[src/pkg/awhbp_pkg.sv]
// Constants of the ARINC word host byte port.
// Overview of operation
// - After master reset, the receiver ignores line bits until one word gap is seen.
// - Error flags clear only on a status read or a master reset.
// - An error flag suspends the transmitter or receiver it belongs to.
// - Byte mode: a data byte write drives buffer-ready and idle pins low.
// - Feature select low: control bit 5 picks parity or data for bit 32.
// - Status bit 0 is buffer ready, bit 2 idle, bit 7 underwrite error.
// - Byte mode: status bit 0 reads low while a byte is pending, high when one fits.
// - Transmit bytes load low word bits first, word bit 1 on data line 0.
// - Feature select high, only control bit 2 set: 32-bit receive.
// - 32-bit receive raises the ready and first-char pins per word; host then reads four bytes.
// - Feature select high, control bits 5 and 2 set: 8-bit receive.
// - Byte receive: a data read clears status bit 1 and the ready pin.
// - Select high for status read and control write, low for data; no control readback.
// - Idle pin falls when a word starts and rises when it is fully sent.
// - Loaded buffer, enabled transmitter and low clear-to-send start a word.
// - Byte mode: next byte missing at end of a byte's 8th bit sets underwrite.
package awhbp_pkg;
  // Control word fields
  localparam int CR_TX_EN  = 0;
  localparam int CR_RX_EN  = 2;
  localparam int CR_PARSEL = 5;
  localparam logic [7:0] CR_RESET = 8'h25;
  // Status word fields
  localparam int SR_TX_RDY   = 0;
  localparam int SR_RX_RDY   = 1;
  localparam int SR_TX_IDLE  = 2;
  localparam int SR_PAR_ERR  = 3;
  localparam int SR_OVR_ERR  = 4;
  localparam int SR_FRM_ERR  = 5;
  localparam int SR_FIRST    = 6;
  localparam int SR_UND_ERR  = 7;
  // Word geometry
  localparam int WORD_BITS   = 32;
  // Timing
  localparam int CLK_PERIOD_NS = 50;
  localparam int BIT_TIME_NS   = 10000;
  localparam int GAP_TIME_NS   = 20000;
  localparam int BIT_CYC = (BIT_TIME_NS + CLK_PERIOD_NS - 1) / CLK_PERIOD_NS;
  localparam int GAP_CYC = (GAP_TIME_NS + CLK_PERIOD_NS - 1) / CLK_PERIOD_NS;
  // Transmit sequencer states
  typedef enum logic [0:0] {TX_IDLE, TX_SEND} awhbp_tx_state_type;
endpackage

[src/design/awhbp_tx_bit.sv]
// Return-to-zero line driver for one transmitted bit.
`timescale 1ns/1ps
`default_nettype none
module awhbp_tx_bit #(
  parameter int BIT_CYC = awhbp_pkg::BIT_CYC
) (
  // Clock and reset
  input  wire logic clk_sys_i,
  input  wire logic arst_n_i,
  input  wire logic clear_i,
  // Bit request
  input  wire logic start_i,
  input  wire logic bit_i,
  output logic      done_o,
  // Line
  output logic      txd_zero_o,
  output logic      txd_one_o
);
  localparam int CW = $clog2(BIT_CYC + 1);
  localparam logic [CW-1:0] HALF = CW'(BIT_CYC / 2 - 1);
  localparam logic [CW-1:0] LAST = CW'(BIT_CYC - 1);
  logic          busy_r;
  logic [CW-1:0] cnt_r;

  // High half then null half; done pulses as the bit cell ends
  always_ff @(posedge clk_sys_i or negedge arst_n_i) begin
    if (!arst_n_i) begin
      busy_r     <= 1'b0;
      cnt_r      <= '0;
      done_o     <= 1'b0;
      txd_zero_o <= 1'b0;
      txd_one_o  <= 1'b0;
    end else begin
      done_o <= 1'b0;
      if (clear_i) begin
        busy_r     <= 1'b0;
        txd_zero_o <= 1'b0;
        txd_one_o  <= 1'b0;
      end else if (start_i && !busy_r) begin
        busy_r     <= 1'b1;
        cnt_r      <= '0;
        txd_one_o  <= bit_i;
        txd_zero_o <= !bit_i;
      end else if (busy_r) begin
        cnt_r <= cnt_r + 1'b1;
        if (cnt_r == HALF) begin
          txd_zero_o <= 1'b0;
          txd_one_o  <= 1'b0;
        end
        if (cnt_r == LAST) begin
          busy_r <= 1'b0;
          done_o <= 1'b1;
        end
      end
    end
  end
endmodule
`default_nettype wire

[src/design/awhbp_rx_bit.sv]
// Line watcher: bit strobes on leaving null, and word gap detection.
`timescale 1ns/1ps
`default_nettype none
module awhbp_rx_bit #(
  parameter int GAP_CYC = awhbp_pkg::GAP_CYC
) (
  // Clock and reset
  input  wire logic clk_sys_i,
  input  wire logic arst_n_i,
  // Line
  input  wire logic rxd_zero_i,
  input  wire logic rxd_one_i,
  // Events
  output logic      bit_stb_o,
  output logic      bit_val_o,
  output logic      gap_o
);
  localparam int CW = $clog2(GAP_CYC + 1);
  localparam logic [CW-1:0] GAP_LAST = CW'(GAP_CYC - 1);
  logic          null_r;
  logic [CW-1:0] null_cnt_r;
  logic          line_null;
  assign line_null = !rxd_zero_i && !rxd_one_i;

  // Gap fires once per null stretch, so a long idle line gives one pulse
  always_ff @(posedge clk_sys_i or negedge arst_n_i) begin
    if (!arst_n_i) begin
      null_r     <= 1'b1;
      null_cnt_r <= '0;
      bit_stb_o  <= 1'b0;
      bit_val_o  <= 1'b0;
      gap_o      <= 1'b0;
    end else begin
      null_r    <= line_null;
      bit_stb_o <= null_r && !line_null;
      bit_val_o <= rxd_one_i;
      gap_o     <= line_null && (null_cnt_r == GAP_LAST);
      if (!line_null) begin
        null_cnt_r <= '0;
      end else if (null_cnt_r != GAP_CYC[CW-1:0]) begin
        null_cnt_r <= null_cnt_r + 1'b1;
      end
    end
  end
endmodule
`default_nettype wire

[src/design/awhbp_top.sv]
// Host byte port of the ARINC word transmitter and receiver.
`timescale 1ns/1ps
`default_nettype none
module awhbp_top #(
  parameter int BIT_CYC = awhbp_pkg::BIT_CYC,
  parameter int GAP_CYC = awhbp_pkg::GAP_CYC
) (
  // Clock and reset
  input  wire logic       clk_sys_i,
  input  wire logic       arst_n_i,
  input  wire logic       master_reset_pin_i,
  // Register port: sel high is control/status, low is data
  input  wire logic       sel_ctl_i,
  input  wire logic [7:0] wdata_i,
  input  wire logic       wr_i,
  input  wire logic       rd_i,
  output logic      [7:0] rdata_o,
  // Mode and gate pins
  input  wire logic       hw_feature_select_pin_i,
  input  wire logic       cts_n_i,
  // Serial line
  output logic            txd_zero_o,
  output logic            txd_one_o,
  input  wire logic       rxd_zero_i,
  input  wire logic       rxd_one_i,
  // Flag pins
  output logic            tx_buffer_ready_pin_o,
  output logic            tx_idle_pin_o,
  output logic            rx_word_ready_pin_o,
  output logic            first_char_flag_pin_o,
  output logic            any_error_pin_o
);
  logic [7:0] ctl_r;
  logic       mr;
  logic       mode32, par_en, par_sel;
  logic       wr_data, rd_data, rd_stat;
  // Transmit state
  awhbp_pkg::awhbp_tx_state_type tx_state_r;
  logic [31:0] tx_word_r;
  logic [2:0]  tx_wr_idx_r;
  logic [4:0]  tx_pos_r;
  logic        err_und_r;
  logic        tx_go, tx_next, tx_bit, tx_done;
  logic        tx_pending, tx_ready, tx_idle, tx_under;
  logic [2:0]  tx_cur_plus1;
  // Receive state
  logic [31:0] rx_shift_r, rx_shift_nxt, rx_word_r;
  logic [5:0]  rx_cnt_r;
  logic [7:0]  rx_byte_r;
  logic [1:0]  rx_rd_idx_r;
  logic        rx_armed_r, rx_rdy_r, rx_first_r;
  logic        err_par_r, err_ovr_r, err_frm_r;
  logic        rx_err, rx_run, rx_stb, rx_val, rx_gap;
  logic        rx_byte_done, rx_par_bad;
  logic [7:0]  status;

  assign mr      = master_reset_pin_i;
  // Register port decode, control readback does not exist
  assign wr_data = wr_i && !sel_ctl_i;
  assign rd_data = rd_i && !sel_ctl_i;
  assign rd_stat = rd_i && sel_ctl_i;

  // Mode decode from the feature-select pin and control bit 5
  assign mode32  = hw_feature_select_pin_i && !ctl_r[awhbp_pkg::CR_PARSEL];
  assign par_sel = ctl_r[awhbp_pkg::CR_PARSEL];
  assign par_en  = hw_feature_select_pin_i || par_sel;

  // Control word, write-only; master reset reloads the default
  always_ff @(posedge clk_sys_i or negedge arst_n_i) begin
    if (!arst_n_i) begin
      ctl_r <= awhbp_pkg::CR_RESET;
    end else if (mr) begin
      ctl_r <= awhbp_pkg::CR_RESET;
    end else if (wr_i && sel_ctl_i) begin
      ctl_r <= wdata_i;
    end
  end

  // ---------------- Transmitter ----------------
  assign tx_cur_plus1 = {1'b0, tx_pos_r[4:3]} + 3'h1;
  // A byte is pending while written but not yet started on the line
  always_comb begin
    if (tx_state_r == awhbp_pkg::TX_SEND) begin
      tx_pending = tx_wr_idx_r > tx_cur_plus1;
    end else begin
      tx_pending = tx_wr_idx_r != 3'h0;
    end
  end

  // Word mode accepts bytes until four are held; byte mode one at a time
  assign tx_ready = mode32 ? (tx_state_r == awhbp_pkg::TX_IDLE && tx_wr_idx_r != 3'h4)
                           : (!tx_pending && tx_wr_idx_r != 3'h4);
  // Byte mode counts a loaded byte as the start of the word; the go cycle drops it so the pin falls with the line
  assign tx_idle  = (tx_state_r == awhbp_pkg::TX_IDLE) && !tx_go
                    && (mode32 || tx_wr_idx_r == 3'h0);

  // Start needs enable, clear-to-send low and no pending underwrite error
  assign tx_go = (tx_state_r == awhbp_pkg::TX_IDLE) && ctl_r[awhbp_pkg::CR_TX_EN]
                 && !cts_n_i && !err_und_r && !mr
                 && (mode32 ? (tx_wr_idx_r == 3'h4) : (tx_wr_idx_r != 3'h0));

  // Byte mode: the following byte must already be in when a byte ends
  assign tx_under = !mode32 && (tx_pos_r[2:0] == 3'h7) && (tx_pos_r != 5'd31)
                    && (tx_wr_idx_r <= tx_cur_plus1);

  assign tx_next = (tx_state_r == awhbp_pkg::TX_SEND) && tx_done
                   && (tx_pos_r != 5'd31) && !tx_under && !mr;

  // Bit 32 carries odd parity or the host's own bit
  always_comb begin
    logic [4:0] pos;
    pos = tx_go ? 5'd0 : (tx_pos_r + 5'd1);
    if (pos == 5'd31 && par_en) begin
      tx_bit = ~^tx_word_r[30:0];
    end else begin
      tx_bit = tx_word_r[pos];
    end
  end

  // Byte loading, least significant word bits first
  always_ff @(posedge clk_sys_i or negedge arst_n_i) begin
    if (!arst_n_i) begin
      tx_word_r <= 32'h0000_0000;
    end else if (mr) begin
      tx_word_r <= 32'h0000_0000;
    end else if (wr_data && tx_wr_idx_r != 3'h4) begin
      tx_word_r[8*tx_wr_idx_r[1:0] +: 8] <= wdata_i;
    end
  end

  // Transmit sequencer: bit position, byte count and state
  always_ff @(posedge clk_sys_i or negedge arst_n_i) begin
    if (!arst_n_i) begin
      tx_state_r  <= awhbp_pkg::TX_IDLE;
      tx_pos_r    <= 5'd0;
      tx_wr_idx_r <= 3'h0;
    end else if (mr) begin
      tx_state_r  <= awhbp_pkg::TX_IDLE;
      tx_pos_r    <= 5'd0;
      tx_wr_idx_r <= 3'h0;
    end else begin
      if (wr_data && tx_wr_idx_r != 3'h4) begin
        tx_wr_idx_r <= tx_wr_idx_r + 3'h1;
      end
      case (tx_state_r)
        awhbp_pkg::TX_IDLE: begin
          if (tx_go) begin
            tx_state_r <= awhbp_pkg::TX_SEND;
            tx_pos_r   <= 5'd0;
          end
        end
        awhbp_pkg::TX_SEND: begin
          if (tx_done) begin
            if (tx_pos_r == 5'd31 || tx_under) begin
              // Word complete or aborted: buffer empties either way
              tx_state_r  <= awhbp_pkg::TX_IDLE;
              tx_pos_r    <= 5'd0;
              tx_wr_idx_r <= 3'h0;
            end else begin
              tx_pos_r <= tx_pos_r + 5'd1;
            end
          end
        end
        default: begin
          tx_state_r <= awhbp_pkg::TX_IDLE;
        end
      endcase
    end
  end

  // Underwrite flag; raising it wins over a clearing status read
  always_ff @(posedge clk_sys_i or negedge arst_n_i) begin
    if (!arst_n_i) begin
      err_und_r <= 1'b0;
    end else if (mr) begin
      err_und_r <= 1'b0;
    end else if (tx_state_r == awhbp_pkg::TX_SEND && tx_done && tx_under) begin
      err_und_r <= 1'b1;
    end else if (rd_stat) begin
      err_und_r <= 1'b0;
    end
  end

  awhbp_tx_bit #(
    .BIT_CYC (BIT_CYC)
  ) u_tx_bit (
    .clk_sys_i  (clk_sys_i),
    .arst_n_i   (arst_n_i),
    .clear_i    (mr),
    .start_i    (tx_go || tx_next),
    .bit_i      (tx_bit),
    .done_o     (tx_done),
    .txd_zero_o (txd_zero_o),
    .txd_one_o  (txd_one_o)
  );

  // ---------------- Receiver ----------------
  awhbp_rx_bit #(
    .GAP_CYC (GAP_CYC)
  ) u_rx_bit (
    .clk_sys_i  (clk_sys_i),
    .arst_n_i   (arst_n_i),
    .rxd_zero_i (rxd_zero_i),
    .rxd_one_i  (rxd_one_i),
    .bit_stb_o  (rx_stb),
    .bit_val_o  (rx_val),
    .gap_o      (rx_gap)
  );

  assign rx_err = err_par_r || err_ovr_r || err_frm_r;
  // Bits count only once armed, enabled and free of errors
  assign rx_run = ctl_r[awhbp_pkg::CR_RX_EN] && rx_armed_r && !rx_err;

  always_comb begin
    rx_shift_nxt = rx_shift_r;
    if (rx_cnt_r < 6'd32) begin
      rx_shift_nxt[rx_cnt_r[4:0]] = rx_val;
    end
  end

  // Byte mode hands each byte over as its 8th bit lands
  assign rx_byte_done = rx_run && rx_stb && !mode32 && rx_cnt_r < 6'd32
                        && rx_cnt_r[2:0] == 3'h7;
  // Even parity across the whole word is an error when parity is on
  assign rx_par_bad = par_en && !(^rx_shift_nxt);

  // Receiver arms on the first gap after reset; the first bit after it may start a word
  always_ff @(posedge clk_sys_i or negedge arst_n_i) begin
    if (!arst_n_i) begin
      rx_armed_r <= 1'b0;
    end else if (mr) begin
      rx_armed_r <= 1'b0;
    end else if (rx_gap) begin
      rx_armed_r <= 1'b1;
    end
  end

  // Bit assembly; a gap ends the word
  always_ff @(posedge clk_sys_i or negedge arst_n_i) begin
    if (!arst_n_i) begin
      rx_shift_r <= 32'h0000_0000;
      rx_cnt_r   <= 6'd0;
    end else if (mr || rx_gap) begin
      rx_cnt_r <= 6'd0;
    end else if (rx_run && rx_stb) begin
      rx_shift_r <= rx_shift_nxt;
      // Extra bits park the count above 32 so framing fails
      if (rx_cnt_r != 6'd33) begin
        rx_cnt_r <= rx_cnt_r + 6'd1;
      end
    end
  end

  // Receive buffers, read pointer and ready flags; a new arrival wins over a read
  always_ff @(posedge clk_sys_i or negedge arst_n_i) begin
    if (!arst_n_i) begin
      rx_word_r   <= 32'h0000_0000;
      rx_byte_r   <= 8'h00;
      rx_rd_idx_r <= 2'd0;
      rx_rdy_r    <= 1'b0;
      rx_first_r  <= 1'b0;
    end else if (mr) begin
      rx_rd_idx_r <= 2'd0;
      rx_rdy_r    <= 1'b0;
      rx_first_r  <= 1'b0;
    end else begin
      if (rd_data) begin
        if (!mode32) begin
          rx_rdy_r   <= 1'b0;
          rx_first_r <= 1'b0;
        end else begin
          rx_rd_idx_r <= rx_rd_idx_r + 2'd1;
          if (rx_rd_idx_r == 2'd3) begin
            rx_rdy_r   <= 1'b0;
            rx_first_r <= 1'b0;
          end
        end
      end
      if (rx_byte_done) begin
        rx_byte_r  <= rx_shift_nxt[8*rx_cnt_r[4:3] +: 8];
        rx_rdy_r   <= 1'b1;
        rx_first_r <= rx_cnt_r[4:3] == 2'd0;
      end
      if (rx_gap && rx_run && mode32 && rx_cnt_r == 6'd32 && !rx_par_bad) begin
        rx_word_r   <= rx_shift_r;
        rx_rd_idx_r <= 2'd0;
        rx_rdy_r    <= 1'b1;
        rx_first_r  <= 1'b1;
      end
    end
  end

  // Receive error flags; setting wins over the clearing status read
  always_ff @(posedge clk_sys_i or negedge arst_n_i) begin
    if (!arst_n_i) begin
      err_par_r <= 1'b0;
      err_ovr_r <= 1'b0;
      err_frm_r <= 1'b0;
    end else if (mr) begin
      err_par_r <= 1'b0;
      err_ovr_r <= 1'b0;
      err_frm_r <= 1'b0;
    end else begin
      if (rd_stat) begin
        err_par_r <= 1'b0;
        err_ovr_r <= 1'b0;
        err_frm_r <= 1'b0;
      end
      if (rx_byte_done && rx_cnt_r == 6'd31 && rx_par_bad) begin
        err_par_r <= 1'b1;
      end
      if (rx_byte_done && rx_rdy_r && !rd_data) begin
        err_ovr_r <= 1'b1;
      end
      if (rx_gap && rx_run && rx_cnt_r != 6'd0) begin
        if (rx_cnt_r != 6'd32) begin
          err_frm_r <= 1'b1;
        end else if (mode32 && rx_par_bad) begin
          err_par_r <= 1'b1;
        end else if (mode32 && rx_rdy_r) begin
          err_ovr_r <= 1'b1;
        end
      end
    end
  end

  // ---------------- Host side outputs ----------------
  always_comb begin
    status = 8'h00;
    status[awhbp_pkg::SR_TX_RDY]  = tx_ready;
    status[awhbp_pkg::SR_RX_RDY]  = rx_rdy_r;
    status[awhbp_pkg::SR_TX_IDLE] = tx_idle;
    status[awhbp_pkg::SR_PAR_ERR] = err_par_r;
    status[awhbp_pkg::SR_OVR_ERR] = err_ovr_r;
    status[awhbp_pkg::SR_FRM_ERR] = err_frm_r;
    status[awhbp_pkg::SR_FIRST]   = rx_first_r;
    status[awhbp_pkg::SR_UND_ERR] = err_und_r;
  end

  // Read data one cycle after the strobe, zero otherwise
  always_ff @(posedge clk_sys_i or negedge arst_n_i) begin
    if (!arst_n_i) begin
      rdata_o <= 8'h00;
    end else if (rd_stat) begin
      rdata_o <= status;
    end else if (rd_data) begin
      rdata_o <= mode32 ? rx_word_r[8*rx_rd_idx_r +: 8] : rx_byte_r;
    end else begin
      rdata_o <= 8'h00;
    end
  end

  // Flag pins registered, one cycle behind the internal state
  always_ff @(posedge clk_sys_i or negedge arst_n_i) begin
    if (!arst_n_i) begin
      tx_buffer_ready_pin_o <= 1'b1;
      tx_idle_pin_o         <= 1'b1;
      rx_word_ready_pin_o   <= 1'b0;
      first_char_flag_pin_o <= 1'b0;
      any_error_pin_o       <= 1'b0;
    end else begin
      tx_buffer_ready_pin_o <= tx_ready;
      tx_idle_pin_o         <= tx_idle;
      rx_word_ready_pin_o   <= rx_rdy_r;
      first_char_flag_pin_o <= rx_first_r;
      any_error_pin_o       <= rx_err || err_und_r;
    end
  end
endmodule
`default_nettype wire

[config.mk]
export PLATFORM = sky130hd
export DESIGN_NAME = awhbp_top
export DESIGN_NICKNAME = d
export VERILOG_FILES = /design/src/pkg/awhbp_pkg.sv /design/src/design/awhbp_tx_bit.sv /design/src/design/awhbp_rx_bit.sv /design/src/design/awhbp_top.sv
export SDC_FILE = /design/constraint.sdc
export NUM_CORES = 1
export LEC_CHECK = 0
export BUFFER_PORTS_ARGS = -buffer_cell sky130_fd_sc_hd__clkbuf_2
export CAP_MARGIN = 5
export CORE_ASPECT_RATIO = 2
export CORE_MARGIN = 2
export CORE_UTILIZATION = 68
export DETAILED_ROUTE_END_ITERATION = 6
export GPL_TIMING_DRIVEN = 1
export PLACE_DENSITY_LB_ADDON = 0.25
export SYNTH_ARGS = -nofsm -noshare
export SYNTH_HDL_FRONTEND = slang
export SYNTH_SLANG_ARGS = --single-unit
[constraint.sdc]
create_clock -name clk_sys_i -period 8.1 [get_ports clk_sys_i]
set_clock_uncertainty 0.05 [all_clocks]
set_input_delay 0.81 -clock clk_sys_i [delete_from_list [all_inputs] [get_ports clk_sys_i]]
set_output_delay 0.81 -clock clk_sys_i [all_outputs]
set_load 0.01 [all_outputs]
==> key figures <==
Worst setup path
  • Worst Path Arrival: around 5.2 ns
  • Crit Path Category: register to register
  • Slowest-stage cell, CP: dfrtp_1
  • CP max stage delay: approximately 1.1 ns
  • R2r setup slk: approximately 3.1 ns
  • Cells along the critical path: nor2b_1, nand2_1, o22a_1, o211ai_1, xnor2_1, xor2_1, xnor3_2, a211oi_4, buf_4, mux2_2
  • Required @ worst endpoint: around 8.4 ns
  • Startpoint types: register
  • Register-to-Register Path Depth: 10
  • Crit path max fanout: 32
  • CP Capture Type: register

Placement
  • Post-DP Area: between 0.01 and 0.015 mm^2
  • Buffers on Ports: 32
  • Detailed placer's ending HPWL: between 15000 and 20000 um
  • GPL Wtd Cong: roughly 0.90
  • Placed Cells: 1171

Detailed routing
  • Post-DRT Antenna Nets: 0
  • Avg WL per Cell: approximately 20 um
  • First-pass detailed-route iteration total: 5
  • Final wirelength: roughly 24000 um
  • DR iter-0 viols: approximately 690
  • Vias: 7834
  • Drt drc: 0
  • Vias per cell: ~6.5

Pwr
  • Switching power share of the total: between 20% and 30%
  • Share of total power in combinational logic: under 10%
  • Net Switching: about 440 uW
  • Peak supply drop: 0.149 mV
  • Sequential power share: between 40% and 50%
  • Leak Pwr: between 4 and 5 nW
  • Pwr per Cell Area: between 150 and 200 mW/mm^2
  • Clock network fraction of design power: between 40% and 50%
  • Total internal power: around 1.4 mW

Clocking
  • CTS Sinks: around 170
  • CTS H-tree depth: 4
  • Cts bufs inserted: 17
  • CTS root buf: clkbuf_16
  • Clock transition at path regs: around 0.070 ns
  • Max Buffers Root-to-Sink: 2
  • Setup repair bufs after CTS: 0
  • Hold Buf Count CTS: 0
  • PostCTS Resize Cnt: 0
  • Clk Latency, worst-skew pair: between 0.4 and 0.5 ns
  • CTS tree: built

Global routing
  • First-pass GRT wire length: slightly below 40000 um
  • Vias in the first global route: between 7k and 8k
  • Initial antenna violation count: 0
  • Total track usage: a little under a third
  • Total grt overflow: 0
  • Largest net degree at the start of global routing: 104

Timing
  • Rel. slew slack: between 10% and 20%
  • Fin crit period: between 4 and 5 ns
  • FMAX: just over 200 MHz
  • Total Neg Setup Slack: 0 ns
  • Final Hold Vio Count: 0
  • Final setup viols: 0
  • Period utilisation layout: 61.3%
  • Slew @ Worst Pin: 1.28 ns
  • Final slew viol count: 0
  • RSZ-0062 raised after global routing: no

Floorplanning
  • Core area: ~0.015 mm^2
  • Die Y: around 180 um
  • # IOs: 33
  • Die ar.: between 0.015 and 0.02 mm^2
  • Cell Rows: 63
  • Chip width: between 90 and 100 um
  • Initial Utilization: about 69%

Logic synthesis
  • Mapped cell area: 0.0101 mm^2
  • Top cell type's share of synthesized area: about two fifths
  • Synth area leaders: dfrtp_1 40%, xnor2_1 4.5%, mux2_4 4.5%, nand2_1 3.8%, mux4_2 3.1%
  • Synth top cells by count: 163 x dfrtp_1, 102 x nand2_1, 79 x nor2_1, 60 x o21ai_0, 52 x xnor2_1
  • Yosys cell types: 79
  • #FFs+latches synth: 169
  • Synth Instances: around 1000
  • Ys async rst share: between 90% and 100%
  • EDFF count, synth: 0
  • Syn Nets: around 1.0k
  • Warnings from Yosys: 0
  • Average instance area after synthesis: between 10 and 15 um^2
  • Top-count cell post-synth: dfrtp_1
  • Cell taking the most area after synthesis: dfrtp_1
  • Post-synthesis sequential area ratio: between 40% and 50%
  • Primary FF master, synth: dfrtp_1

Layout
  • Final core utilization: between 70% and 80%
  • Final #Nets: 1034
  • Area of the multi-input gates: around 0.0054 mm^2
  • Non-filler cells, final: 1204
  • Fillers: between 1k and 1.5k
  • Number of diodes: 0
  • Area delta synth->final: 7.39%
  • Final non-filler cell area: between 0.01 and 0.015 mm^2
  • FF+latch area: 0.00424 mm^2
  • Layout cells sized above 1: ~16%

Run status
  • Status: finished, final reports clean

Worst hold path
  • Hold Path Cell Cnt: 0
  • Hold Crit Class: register to register

Flow run
  • Max-Cap Viols: 0
==> through the flow <==
step / setup WS (ns) / total power [mW] / hold slack (ns)
2_1_floorplan: 4.39 / 0.958 / 0.325
3_3_place_gp: 3.53 / 1.00 / 0.356
3_5_place_dp: 3.35 / 1.01 / 0.364
4_1_cts: 3.26 / 1.84 / 0.375
5_1_grt: 2.93 / 1.90 / 0.391
6_report: 3.14 / 1.84 / 0.378
==> flip-flops by register name (all words and copies together), names as in the netlist, 2 cells and up <==
signal               cells
rx_shift_r              32
rx_word_r               32
tx_word_r               32
u_rx_bit.null_cnt_r      9
rdata_o                  8
rx_byte_r                8
u_tx_bit.cnt_r           8
rx_cnt_r                 6
tx_pos_r                 5
ctl_r                    3
tx_wr_idx_r              3
rx_rd_idx_r              2
==> cells by family (layout without fill, tap and decap cells) <==
logic type               Yosys count  after routing  synth area share, %
AND/OR/NAND/NOR                  319            319                 15.8
AO/OA/AOI/OAI                    242            242                 16.2
flip-flops                       169            169                 42.0
multiplexers                      86             86                 11.9
XOR/XNOR                          82             82                 7.54
buffers and inverters             79             91                 3.99
adder cells (fa/ha/maj)           20             20                 2.48
==> cell type report <==
class                           count  area share (%)
Clock inverter                     12            1.54
Tap cell                          195            2.25
Multi-Input combinational cell    749            50.3
Sequential cell                   169            39.1
Clock buffer                       20            4.12
Timing Repair Buffer               39            2.00
Inverter                           20           0.693
==> path summary, 6_finish.rpt <==
path / end / start
min: first_char_flag_pin_o / rx_first_r
max reg2reg: rx_word_r[0] / rx_cnt_r[3]
max in group asynchronous: u_tx_bit.cnt_r[7] / arst_n_i
min reg2reg: first_char_flag_pin_o / rx_first_r
max: rx_word_r[0] / rx_cnt_r[3]
min in group asynchronous: rx_word_r[29] / arst_n_i
==> power by group through the flow <==
stage	clock network [mW]	registers [mW]	logic [mW]
2_1_floorplan	0	0.890	0.0679
3_5_place_dp	0	0.892	0.115
3_3_place_gp	0	0.890	0.111
6_report	0.845	0.876	0.116
4_1_cts	0.852	0.876	0.116
5_1_grt	0.889	0.878	0.130
==> layer usage <==
| metal | GRT usage, % | up-vias | share of wire [%] |
|---|---|---|---|
| li1 | - | 3613 | - |
| met1 | 44.2 | 3837 | 43 |
| met2 | 49.1 | 316 | 48 |
| met3 | 5.12 | 68 | 6.1 |
| met4 | 13.1 | 0 | 3.6 |
| met5 | 0 | - | 0 |
==> placed cells by master, fill, tap and decap left out, types with 4 or more instances in the layout <==
cell type,netlist,final
dfrtp_1,163,163
nand2_1,102,102
nor2_1,79,79
o21ai_0,60,60
xnor2_1,52,52
a21oi_1,46,46
nand3_1,35,35
clkbuf_2,1,32
mux2_4,30,30
mux2i_1,28,28
xor2_1,27,27
a22o_1,26,26
o31ai_1,24,24
ha_1,20,20
inv_1,19,19
and3_1,18,18
clkbuf_16,0,17
mux4_2,14,14
mux2_2,14,14
a31oi_1,12,12
nand2b_1,11,11
nor3_1,11,11
o22ai_1,11,11
nor2b_1,10,10
nand4_1,8,8
a221oi_1,8,8
or2_2,7,7
o211ai_1,6,6
dfstp_2,6,6
buf_4,4,6
a311oi_1,5,5
nor3b_1,5,5
a211oi_1,5,5
or3_1,4,4
nor3b_2,4,4
a211o_1,4,4
o221ai_1,4,4
clkinvlp_4,0,4
==> critical path: cells and delay by family (launching register included) <==
kind	cells	cell delay (ns)
buffers and inverters	1	0.52
and+or+nand+nor	2	1.20
xor gates and xnor gates	3	0.84
muxes	1	0.39
DFF	1	1.06
AOI/OAI and AO/OA	3	0.74
Note: power is estimated with default switching activity, not from simulation.
